<file path="src/ssta_pkg.sv">
// Constants and types shared by the subtract, swap and test-mask execution unit
package ssta_pkg;

   // ==========================================================
   // Register map (byte addresses on the AXI4-Lite bus)
   localparam logic [7:0] ADDR_CMD    = 8'h00;
   localparam logic [7:0] ADDR_DST    = 8'h04;
   localparam logic [7:0] ADDR_SRC    = 8'h08;
   localparam logic [7:0] ADDR_FLAGS  = 8'h0c;
   localparam logic [7:0] ADDR_OPND   = 8'h10;
   localparam logic [7:0] ADDR_STATUS = 8'h14;
   localparam logic [7:0] ADDR_RESULT = 8'h18;
   localparam logic [7:0] ADDR_DECODE = 8'h1c;

   // ==========================================================
   // Bus answers
   localparam logic [1:0] RESP_OKAY   = 2'h0;
   localparam logic [1:0] RESP_SLVERR = 2'h2;

   // ==========================================================
   // Flag byte layout and reset value
   localparam int         FLAG_C      = 7;
   localparam int         FLAG_Z      = 6;
   localparam int         FLAG_S      = 5;
   localparam int         FLAG_V      = 4;
   localparam int         FLAG_D      = 3;
   localparam int         FLAG_H      = 2;
   localparam logic [7:0] FLAG_MASK   = 8'hfc;
   localparam logic [7:0] FLAGS_RESET = 8'h00;

   // ==========================================================
   // Status word bit positions
   localparam int STAT_BUSY    = 0;
   localparam int STAT_DONE    = 1;
   localparam int STAT_ILLEGAL = 2;
   localparam int STAT_DSTWR   = 3;
   localparam int STAT_SRCWR   = 4;

   // ==========================================================
   // Decode word bit positions
   localparam int DEC_DST_WORK = 0;
   localparam int DEC_DST_IDX  = 1;
   localparam int DEC_SRC_WORK = 5;
   localparam int DEC_SRC_IDX  = 6;
   localparam int DEC_DST_IND  = 10;
   localparam int DEC_SRC_IND  = 11;
   localparam int DEC_SRC_IMM  = 12;
   localparam int DEC_CYCLES   = 16;

   // ==========================================================
   // Opcodes, operand encoding and execution lengths
   localparam logic [3:0] OPC_SBC_HI      = 4'h3;
   localparam logic [3:0] OPC_TCM_HI      = 4'h6;
   localparam logic [7:0] OPC_SWAP_R      = 8'hf0;
   localparam logic [7:0] OPC_SWAP_IR     = 8'hf1;
   localparam logic [3:0] FORM_FIRST      = 4'h2;
   localparam logic [3:0] FORM_SHORT_LAST = 4'h3;
   localparam logic [3:0] FORM_REG_IND    = 4'h5;
   localparam logic [3:0] FORM_IMM        = 4'h6;
   localparam logic [3:0] FORM_IND_IMM    = 4'h7;
   localparam logic [3:0] FORM_LAST       = 4'h7;
   localparam logic [3:0] WORK_HI         = 4'he;
   localparam logic [3:0] CYC_SHORT       = 4'h6;
   localparam logic [3:0] CYC_LONG        = 4'ha;
   localparam logic [3:0] CYC_ILLEGAL     = 4'h1;

   // ==========================================================
   // Types
   typedef enum logic [1:0]
   {
      ST_IDLE = 2'b00,
      ST_RUN  = 2'b01,
      ST_DONE = 2'b11
   } ssta_state_t;

   typedef enum logic [1:0]
   {
      no_op                   = 2'h0,
      subtract_with_borrow_op = 2'h1,
      nibble_swap_op          = 2'h2,
      test_ones_under_mask_op = 2'h3
   } ssta_op_t;

endpackage : ssta_pkg

</file>
<file path="src/ssta_alu.sv">
// Execution unit for subtract with borrow, nibble swap and test-ones-under-mask, AXI4-Lite slave
//
// Overview of operation
// - Subtract with borrow writes destination minus source minus carry to destination.
// - Subtraction adds the inverted source plus inverted carry to the destination.
// - Subtract with borrow never writes the source location.
// - Carry flag set on borrow, cleared on carry out of bit 7.
// - Zero flag set exactly when the subtraction result is zero.
// - Overflow set when operand signs differ and result sign equals source sign.
// - Sign flag copies bit 7 of the subtraction result.
// - Half-carry set on borrow, cleared on carry out of bit 3.
// - Subtract with borrow always sets the decimal-adjust flag.
// - Subtract opcodes 32 to 37; short forms 6 cycles, others 10.
// - In register modes, operand byte with high nibble 1110b selects a working register.
// - Nibble swap exchanges the two nibbles and writes them back.
// - Swap updates zero and sign; carry, decimal-adjust, half-carry kept.
// - Swap uses opcodes F0 and F1, six cycles each.
// - Mask test ANDs the inverted destination with the mask, flags only.
// - Mask test sets zero when all masked destination bits are one.
// - Mask test writes neither destination nor source.
// - Mask test copies result bit 7 to sign, clears overflow, keeps D and H.
// - Mask test opcodes 62 to 67, same forms and lengths as subtraction.
`timescale 1ns/1ps
module ssta_alu (
   input  wire logic        clk,
   input  wire logic        rst_n,
   input  wire logic [7:0]  awaddr,
   input  wire logic        awvalid,
   output logic             awready,
   input  wire logic [31:0] wdata,
   input  wire logic [3:0]  wstrb,
   input  wire logic        wvalid,
   output logic             wready,
   output logic [1:0]       bresp,
   output logic             bvalid,
   input  wire logic        bready,
   input  wire logic [7:0]  araddr,
   input  wire logic        arvalid,
   output logic             arready,
   output logic [31:0]      rdata,
   output logic [1:0]       rresp,
   output logic             rvalid,
   input  wire logic        rready
);

   // ==========================================================
   // Decoding helpers
   function automatic ssta_pkg::ssta_op_t opKind(input logic [7:0] opc);
      logic legal;
      legal = (opc[3:0] >= ssta_pkg::FORM_FIRST) && (opc[3:0] <= ssta_pkg::FORM_LAST);
      if (opc == ssta_pkg::OPC_SWAP_R || opc == ssta_pkg::OPC_SWAP_IR)
         return ssta_pkg::nibble_swap_op;
      if (legal && opc[7:4] == ssta_pkg::OPC_SBC_HI)
         return ssta_pkg::subtract_with_borrow_op;
      if (legal && opc[7:4] == ssta_pkg::OPC_TCM_HI)
         return ssta_pkg::test_ones_under_mask_op;
      return ssta_pkg::no_op;
   endfunction : opKind

   function automatic logic [3:0] opCycles(input logic [7:0] opc);
      ssta_pkg::ssta_op_t k;
      k = opKind(opc);
      if (k == ssta_pkg::no_op)
         return ssta_pkg::CYC_ILLEGAL;
      if (k == ssta_pkg::nibble_swap_op || opc[3:0] <= ssta_pkg::FORM_SHORT_LAST)
         return ssta_pkg::CYC_SHORT;
      return ssta_pkg::CYC_LONG;
   endfunction : opCycles

   function automatic logic isWork(input logic [7:0] b);
      return b[7:4] == ssta_pkg::WORK_HI;
   endfunction : isWork

   function automatic logic isMapped(input logic [7:0] a);
      return a[7:5] == 3'h0 && a[1:0] == 2'h0;
   endfunction : isMapped

   // ==========================================================
   // State
   ssta_pkg::ssta_state_t state_q;
   ssta_pkg::ssta_op_t    op;
   logic [3:0]            cnt_q;
   logic [7:0]            opcode_q;
   logic [7:0]            dstVal_q;
   logic [7:0]            srcVal_q;
   logic [15:0]           opnd_q;
   logic [7:0]            flags_q;
   logic [7:0]            result_q;
   logic                  dstWr_q;
   logic                  srcWr_q;
   logic                  done_q;
   logic                  illegal_q;
   logic                  haveAw_q;
   logic                  haveW_q;
   logic [7:0]            awAddr_q;
   logic [31:0]           wData_q;
   logic [3:0]            wStrb_q;
   logic                  wrCommit;
   logic                  idle;
   logic                  startCmd;
   logic [3:0]            form;
   logic [7:0]            srcEff;
   logic                  cIn;
   logic [8:0]            sbcSum;
   logic [4:0]            sbcLow;
   logic [7:0]            resNext;
   logic [7:0]            flagsNext;
   logic                  dstWrNext;
   logic [31:0]           decodeWord;
   logic [31:0]           rdNext;

   assign op       = opKind(opcode_q);
   assign form     = opcode_q[3:0];
   assign idle     = state_q == ssta_pkg::ST_IDLE;
   assign wrCommit = haveAw_q && haveW_q && !bvalid;
   assign startCmd = wrCommit && idle && wStrb_q[0] && awAddr_q[7:2] == ssta_pkg::ADDR_CMD[7:2];

   // ==========================================================
   // AXI4-Lite write channels
   always_ff @(posedge clk)
   begin
      if (!rst_n)
      begin
         awready  <= 1'b1;
         wready   <= 1'b1;
         haveAw_q <= 1'b0;
         haveW_q  <= 1'b0;
         awAddr_q <= 8'h00;
         wData_q  <= 32'h0000_0000;
         wStrb_q  <= 4'h0;
         bvalid   <= 1'b0;
         bresp    <= ssta_pkg::RESP_OKAY;
      end
      else
      begin
         if (awvalid && awready)
         begin
            awready  <= 1'b0;
            haveAw_q <= 1'b1;
            awAddr_q <= awaddr;
         end
         if (wvalid && wready)
         begin
            wready  <= 1'b0;
            haveW_q <= 1'b1;
            wData_q <= wdata;
            wStrb_q <= wstrb;
         end
         if (wrCommit)
         begin
            haveAw_q <= 1'b0;
            haveW_q  <= 1'b0;
            bvalid   <= 1'b1;
            bresp    <= isMapped(awAddr_q) ? ssta_pkg::RESP_OKAY : ssta_pkg::RESP_SLVERR;
         end
         if (bvalid && bready)
         begin
            bvalid  <= 1'b0;
            awready <= 1'b1;
            wready  <= 1'b1;
         end
      end
   end

   // ==========================================================
   // Software-written operand registers, only while idle
   always_ff @(posedge clk)
   begin
      if (!rst_n)
      begin
         opcode_q <= 8'h00;
         dstVal_q <= 8'h00;
         srcVal_q <= 8'h00;
         opnd_q   <= 16'h0000;
      end
      else if (wrCommit && idle)
      begin
         if (startCmd)
            opcode_q <= wData_q[7:0];
         if (awAddr_q[7:2] == ssta_pkg::ADDR_DST[7:2] && wStrb_q[0])
            dstVal_q <= wData_q[7:0];
         if (awAddr_q[7:2] == ssta_pkg::ADDR_SRC[7:2] && wStrb_q[0])
            srcVal_q <= wData_q[7:0];
         if (awAddr_q[7:2] == ssta_pkg::ADDR_OPND[7:2] && wStrb_q[0])
            opnd_q[7:0] <= wData_q[7:0];
         if (awAddr_q[7:2] == ssta_pkg::ADDR_OPND[7:2] && wStrb_q[1])
            opnd_q[15:8] <= wData_q[15:8];
      end
   end

   // ==========================================================
   // Execution sequencer
   always_ff @(posedge clk)
   begin
      if (!rst_n)
      begin
         state_q <= ssta_pkg::ST_IDLE;
         cnt_q   <= 4'h0;
      end
      else
      begin
         case (state_q)
            ssta_pkg::ST_IDLE:
            begin
               if (startCmd && opKind(wData_q[7:0]) == ssta_pkg::no_op)
                  state_q <= ssta_pkg::ST_DONE;
               else if (startCmd)
               begin
                  state_q <= ssta_pkg::ST_RUN;
                  cnt_q   <= opCycles(wData_q[7:0]) - 4'h1;
               end
            end
            ssta_pkg::ST_RUN:
            begin
               cnt_q <= cnt_q - 4'h1;
               if (cnt_q == 4'h1)
                  state_q <= ssta_pkg::ST_DONE;
            end
            ssta_pkg::ST_DONE:
               state_q <= ssta_pkg::ST_IDLE;
            default:
               state_q <= ssta_pkg::ST_IDLE;
         endcase
      end
   end

   // ==========================================================
   // Datapath and flag evaluation
   assign srcEff = (op != ssta_pkg::nibble_swap_op && form >= ssta_pkg::FORM_IMM) ? opnd_q[15:8] : srcVal_q;
   assign cIn    = flags_q[ssta_pkg::FLAG_C];
   assign sbcSum = {1'b0, dstVal_q} + {1'b0, ~srcEff} + {8'h00, ~cIn};
   assign sbcLow = {1'b0, dstVal_q[3:0]} + {1'b0, ~srcEff[3:0]} + {4'h0, ~cIn};

   always_comb
   begin
      resNext   = dstVal_q;
      flagsNext = flags_q;
      dstWrNext = 1'b0;
      case (op)
         ssta_pkg::subtract_with_borrow_op:
         begin
            resNext                   = sbcSum[7:0];
            dstWrNext                 = 1'b1;
            flagsNext[ssta_pkg::FLAG_C] = ~sbcSum[8];
            flagsNext[ssta_pkg::FLAG_Z] = sbcSum[7:0] == 8'h00;
            flagsNext[ssta_pkg::FLAG_V] = (dstVal_q[7] != srcEff[7]) && (sbcSum[7] == srcEff[7]);
            flagsNext[ssta_pkg::FLAG_S] = sbcSum[7];
            flagsNext[ssta_pkg::FLAG_H] = ~sbcLow[4];
            flagsNext[ssta_pkg::FLAG_D] = 1'b1;
         end
         ssta_pkg::nibble_swap_op:
         begin
            resNext                   = {dstVal_q[3:0], dstVal_q[7:4]};
            dstWrNext                 = 1'b1;
            flagsNext[ssta_pkg::FLAG_Z] = dstVal_q == 8'h00;
            flagsNext[ssta_pkg::FLAG_S] = dstVal_q[3];
         end
         ssta_pkg::test_ones_under_mask_op:
         begin
            resNext                   = ~dstVal_q & srcEff;
            flagsNext[ssta_pkg::FLAG_Z] = (~dstVal_q & srcEff) == 8'h00;
            flagsNext[ssta_pkg::FLAG_S] = ~dstVal_q[7] & srcEff[7];
            flagsNext[ssta_pkg::FLAG_V] = 1'b0;
         end
         default:
            resNext = dstVal_q;
      endcase
   end

   // ==========================================================
   // Result, flags and status
   always_ff @(posedge clk)
   begin
      if (!rst_n)
      begin
         flags_q   <= ssta_pkg::FLAGS_RESET;
         result_q  <= 8'h00;
         dstWr_q   <= 1'b0;
         srcWr_q   <= 1'b0;
         illegal_q <= 1'b0;
      end
      else if (state_q == ssta_pkg::ST_DONE)
      begin
         flags_q   <= flagsNext;
         result_q  <= resNext;
         dstWr_q   <= dstWrNext;
         srcWr_q   <= 1'b0;
         illegal_q <= op == ssta_pkg::no_op;
      end
      else if (wrCommit && idle && wStrb_q[0] && awAddr_q[7:2] == ssta_pkg::ADDR_FLAGS[7:2])
         flags_q <= wData_q[7:0] & ssta_pkg::FLAG_MASK;
   end

   // Sticky completion flag, set wins over a write-one clear
   always_ff @(posedge clk)
   begin
      if (!rst_n)
         done_q <= 1'b0;
      else if (state_q == ssta_pkg::ST_DONE)
         done_q <= 1'b1;
      else if (wrCommit && wStrb_q[0] && awAddr_q[7:2] == ssta_pkg::ADDR_STATUS[7:2] && wData_q[ssta_pkg::STAT_DONE])
         done_q <= 1'b0;
   end

   // ==========================================================
   // Operand address decode for the register file
   always_comb
   begin
      decodeWord = 32'h0000_0000;
      decodeWord[ssta_pkg::DEC_CYCLES +: 4] = opCycles(opcode_q);
      if (op == ssta_pkg::nibble_swap_op)
      begin
         decodeWord[ssta_pkg::DEC_DST_WORK]     = isWork(opnd_q[7:0]);
         decodeWord[ssta_pkg::DEC_DST_IDX +: 4] = opnd_q[3:0];
         decodeWord[ssta_pkg::DEC_DST_IND]      = opcode_q[0];
      end
      else if (op != ssta_pkg::no_op && form <= ssta_pkg::FORM_SHORT_LAST)
      begin
         decodeWord[ssta_pkg::DEC_DST_WORK]     = 1'b1;
         decodeWord[ssta_pkg::DEC_DST_IDX +: 4] = opnd_q[7:4];
         decodeWord[ssta_pkg::DEC_SRC_WORK]     = 1'b1;
         decodeWord[ssta_pkg::DEC_SRC_IDX +: 4] = opnd_q[3:0];
         decodeWord[ssta_pkg::DEC_SRC_IND]      = form == ssta_pkg::FORM_SHORT_LAST;
      end
      else if (op != ssta_pkg::no_op && form <= ssta_pkg::FORM_REG_IND)
      begin
         decodeWord[ssta_pkg::DEC_DST_WORK]     = isWork(opnd_q[15:8]);
         decodeWord[ssta_pkg::DEC_DST_IDX +: 4] = opnd_q[11:8];
         decodeWord[ssta_pkg::DEC_SRC_WORK]     = isWork(opnd_q[7:0]);
         decodeWord[ssta_pkg::DEC_SRC_IDX +: 4] = opnd_q[3:0];
         decodeWord[ssta_pkg::DEC_SRC_IND]      = form == ssta_pkg::FORM_REG_IND;
      end
      else if (op != ssta_pkg::no_op)
      begin
         decodeWord[ssta_pkg::DEC_DST_WORK]     = isWork(opnd_q[7:0]);
         decodeWord[ssta_pkg::DEC_DST_IDX +: 4] = opnd_q[3:0];
         decodeWord[ssta_pkg::DEC_DST_IND]      = form == ssta_pkg::FORM_IND_IMM;
         decodeWord[ssta_pkg::DEC_SRC_IMM]      = 1'b1;
      end
   end

   // ==========================================================
   // AXI4-Lite read channels
   always_comb
   begin
      rdNext = 32'h0000_0000;
      case (araddr[7:2])
         ssta_pkg::ADDR_CMD[7:2]:    rdNext[7:0] = opcode_q;
         ssta_pkg::ADDR_DST[7:2]:    rdNext[7:0] = dstVal_q;
         ssta_pkg::ADDR_SRC[7:2]:    rdNext[7:0] = srcVal_q;
         ssta_pkg::ADDR_FLAGS[7:2]:  rdNext[7:0] = flags_q;
         ssta_pkg::ADDR_OPND[7:2]:   rdNext[15:0] = opnd_q;
         ssta_pkg::ADDR_STATUS[7:2]:
         begin
            rdNext[ssta_pkg::STAT_BUSY]    = !idle;
            rdNext[ssta_pkg::STAT_DONE]    = done_q;
            rdNext[ssta_pkg::STAT_ILLEGAL] = illegal_q;
            rdNext[ssta_pkg::STAT_DSTWR]   = dstWr_q;
            rdNext[ssta_pkg::STAT_SRCWR]   = srcWr_q;
         end
         ssta_pkg::ADDR_RESULT[7:2]: rdNext[7:0] = result_q;
         ssta_pkg::ADDR_DECODE[7:2]: rdNext = decodeWord;
         default:                    rdNext = 32'h0000_0000;
      endcase
      if (!isMapped(araddr))
         rdNext = 32'h0000_0000;
   end

   always_ff @(posedge clk)
   begin
      if (!rst_n)
      begin
         arready <= 1'b1;
         rvalid  <= 1'b0;
         rdata   <= 32'h0000_0000;
         rresp   <= ssta_pkg::RESP_OKAY;
      end
      else if (arvalid && arready)
      begin
         arready <= 1'b0;
         rvalid  <= 1'b1;
         rdata   <= rdNext;
         rresp   <= isMapped(araddr) ? ssta_pkg::RESP_OKAY : ssta_pkg::RESP_SLVERR;
      end
      else if (rvalid && rready)
      begin
         rvalid  <= 1'b0;
         arready <= 1'b1;
      end
   end

   // ==========================================================
   // Checks
   logic [7:0] pDst_q;
   logic [7:0] pSrc_q;
   logic       pC_q;
   logic [7:0] pFlags_q;
   logic [3:0] busyLen_q;

   always_ff @(posedge clk)
   begin
      if (!rst_n)
      begin
         pDst_q    <= 8'h00;
         pSrc_q    <= 8'h00;
         pC_q      <= 1'b0;
         pFlags_q  <= 8'h00;
         busyLen_q <= 4'h0;
      end
      else
      begin
         pDst_q    <= dstVal_q;
         pSrc_q    <= srcEff;
         pC_q      <= cIn;
         pFlags_q  <= flags_q;
         busyLen_q <= idle ? 4'h0 : busyLen_q + 4'h1;
      end
   end
endmodule : ssta_alu

</file>
<file path="config.mk">
export PLATFORM = sky130hd
export DESIGN_NAME = ssta_alu
export DESIGN_NICKNAME = d
export VERILOG_FILES = /design/src/ssta_pkg.sv /design/src/ssta_alu.sv
export SDC_FILE = /design/constraint.sdc
export NUM_CORES = 1
export LEC_CHECK = 0
export BUFFER_PORTS_ARGS = -buffer_cell sky130_fd_sc_hd__buf_2
export CAP_MARGIN = 20
export CORE_UTILIZATION = 55
export CTS_BUF_LIST = sky130_fd_sc_hd__clkbuf_4 sky130_fd_sc_hd__clkbuf_8
export CTS_CLUSTER_DIAMETER = 50
export CTS_CLUSTER_SIZE = 8
export DETAILED_ROUTE_END_ITERATION = 12
export GPL_TIMING_DRIVEN = 1
export PLACE_DENSITY = 0.84
export SETUP_SLACK_MARGIN = 0.3
export SYNTH_ARGS = -nofsm -noshare
export SYNTH_HDL_FRONTEND = slang
export SYNTH_SLANG_ARGS = --single-unit
</file>
<file path="constraint.sdc">
create_clock -name clk -period 7 [get_ports clk]
set_input_delay 0 -clock clk [delete_from_list [all_inputs] [get_ports clk]]
set_output_delay 0 -clock clk [all_outputs]
set_load 0.01 [all_outputs]
</file>
==> results.json <==
{
  "cts_buffers": 17,
  "crit_arrival_ns": 5.77,
  "hold_viol": 0,
  "power.share.switching": 0.2413,
  "grt_max_degree": 56,
  "grt_use_total": 0.3313,
  "io_buffers": 67,
  "p_int_w": 0.001096,
  "yosysWarnings": 0,
  "worst_pin_slew_ns": 0.8747,
  "syn2layout_area_growth_pct": 17.73,
  "cts_hold_repair.buffers": 47,
  "synth_seq_cells": 118,
  "clkSinkCount": 118,
  "multiInputGateArea_sq_um": 3690,
  "power_frac_seq": 0.485,
  "drc": 0,
  "critPathRequiredTime_ns": 7.38,
  "netlist_instances": 843,
  "setup_viol": 0,
  "place_hpwl_mm": 12.35,
  "fin_tns_setup_ns": 0,
  "num_vias": 6632,
  "max_freq_ghz": 0.1857,
  "gr-total-overflow": 0,
  "synthFlopType": "dfxtp_1",
  "diodes": 0,
  "p_comb_frac": 0.070,
  "final_common_cell": "nand2_1",
  "n_fill_cell": 918,
  "max-slew-margin-rel": 0.4169,
  "htreeDepth": 4,
  "core_area_sq_um": 11420,
  "maxCapViolCount": 0,
  "clockPowerShare": 0.445,
  "worstPathMaxFanout": 21,
  "ios": 100,
  "cts_tree": "yes",
  "async_flop_share": 0,
  "wl_per_cell_microns": 17.70,
  "viasPerCell": 6.152,
  "start_kind": "register",
  "final_net_count": 1007,
  "synth_area_sq_um": 6441,
  "gp_congestion": 0.9574,
  "peakVddDrop_uv": 172.4,
  "seq_area_sq_um": 2362,
  "grt_pass1_vias": 6040,
  "drtAntennaViolNets": 0,
  "clk_path_buf_depth": 2,
  "die-area_sq_um": 12150,
  "cts-resized-gates": 0,
  "final_cell_mix": "nand2_1 (169), dfxtp_1 (118), a21oi_1 (109)",
  "seq_area_frac_synth": 0.3667,
  "grt_pass1_wl_mm": 30.23,
  "period_share": 0.7694,
  "fin_skew_ns": 0.009435,
  "leakagePower_nw": 2.804,
  "dr.pass1.iters": 5,
  "hold_ws_ns": 0.1496,
  "row_count": 39,
  "synth-edff-count": 0,
  "syn_area_per_cell_sq_um": 7.641,
  "wl_mm": 19.08,
  "worst_setup_path_end_kind": "register",
  "clk-insertion-delay-late_ns": 0.45,
  "initial_utilization": 0.5641,
  "drv_slew": 0,
  "cts_root_buf": "clkbuf_8",
  "rsz0062_at_grt": "no",
  "die_y_microns": 110.2,
  "hold_class": "in -> reg",
  "power_w": 0.001444,
  "clk_pin_slew_ns": 0.07,
  "worstSetupPathType": "reg -> reg",
  "ys_types": 71,
  "antenna_found_initial": 0,
  "fin_crit_ns": 5.386,
  "p_sw_w": 0.0003485,
  "power_density_nw_per_um2": 190.5,
  "status": "complete, no violations",
  "postCtsSetupRepairBufs": 0,
  "die_w_microns": 110.2,
  "drive_gt1_frac": 0.1316,
  "drt_iter0_drc": 673
}
[per-layer routing]
metal / part of all wire / global-route usage / vias up
met5: 0 / 0 / -
met4: 0.045 / 0.1814 / 0
met3: 0.083 / 0.07349 / 77
met2: 0.46 / 0.5424 / 366
met1: 0.41 / 0.4043 / 3067
li1: - / - / 3122
[Yosys cell counts, types with 4 or more instances]
master,number,area share
nand2b_1,7,0.0068
nor2b_1,15,0.015
nand4_1,9,0.0087
a21oi_1,109,0.085
o211ai_1,5,0.0058
or3_1,4,0.0039
nor2_1,50,0.029
inv_1,31,0.018
mux2_2,9,0.016
a31oi_1,9,0.0087
ha_1,23,0.045
nor3_1,19,0.015
dfxtp_1,118,0.37
a22oi_1,16,0.019
nand2_1,169,0.098
and3_1,6,0.0058
mux2i_1,6,0.0093
clkbuf_1,47,0.027
a221oi_1,7,0.0095
o21ai_0,32,0.025
buf_4,14,0.016
buf_1,4,0.0023
and2_1,7,0.0068
a211oi_1,10,0.012
nand4b_1,4,0.0054
nor4_1,5,0.0049
nand3_1,28,0.022
a221o_1,6,0.0093
[cell type report]
| type | instances | area share |
|---|---|---|
| clock buffers | 24 | 0.04191 |
| well taps | 143 | 0.02359 |
| multi-input cells | 638 | 0.4866 |
| repair buffers | 116 | 0.1082 |
| flip-flops and latches | 118 | 0.3115 |
| inverters | 32 | 0.01584 |
| clock inverters | 7 | 0.01237 |
[power by group through the flow]
stage	sequential, W	combinational [W]	clock, W
2_1_floorplan	0.000706	0.0000611	0
3_3_place_gp	0.000714	0.0000735	0
3_5_place_dp	0.000715	0.0000752	0
4_1_cts	0.000700	0.0000955	0.000647
5_1_grt	0.000702	0.000111	0.000676
6_report	0.000701	0.000101	0.000643
[state kept, by name (all words and copies together) (netlist names), 2 cells and up]
signal,cells
awAddr_q,8
cnt_q,4
dstVal_q,8
flags_q,6
srcVal_q,8
opcode_q,8
wData_q,16
rdata,20
opnd_q,16
state_q,2
result_q,8
wStrb_q,2
[cells by family (layout without fill, tap and decap cells)]
kind of cell | count (synthesis) | in the layout | share of synthesized area
and+or+nand+nor | 349 | 349 | 0.2554
AOI/OAI and AO/OA | 228 | 228 | 0.2216
DFF | 118 | 118 | 0.3667
buffers and inverters | 100 | 179 | 0.06799
adders and majority gates | 25 | 25 | 0.05089
muxes | 16 | 16 | 0.02856
xor gates and xnor gates | 6 | 6 | 0.008160
other | 1 | 14 | 0.0005822
[metrics by stage]
step / worst slack (ns) / util / cell area [sq um] / instances
after floorplan: 2.625 / - / 6490 / 856
after CTS: 1.691 / 0.6641 / 7584 / 1078
after global routing: 1.324 / 0.6641 / 7584 / 1078
after detailed placement: 1.717 / 0.5869 / 6701 / 1000
after global placement: 1.862 / 0.5869 / 6701 / 1000
final: 1.614 / 0.6641 / 7584 / 1078
[worst max-delay path, stage by stage, from the launching register on]
cell and delay [ns]:
dfxtp_1 0.49, or2_1 0.35, o2111ai_2 0.37, inv_1 0.12, ha_1 0.47, nor2_1 0.64, mux2_2 0.44, fa_1 0.43
fa_1 0.40, nand2b_1 0.18, a21oi_1 0.23, xor2_1 0.13, or4_1 0.50, or3_1 0.40, a21oi_1 0.15
[final timing paths]
check              start          end  slack, ns  depth (start not counted)
min            araddr[4]     rdata[7]       0.15                          4
max          opcode_q[1]   flags_q[6]       1.61                         14
max reg2reg  opcode_q[1]   flags_q[6]       1.61                         14
min reg2reg  wData_q[14]  wData_q[14]       0.46                          2
Power figures use the tool's default switching activity.
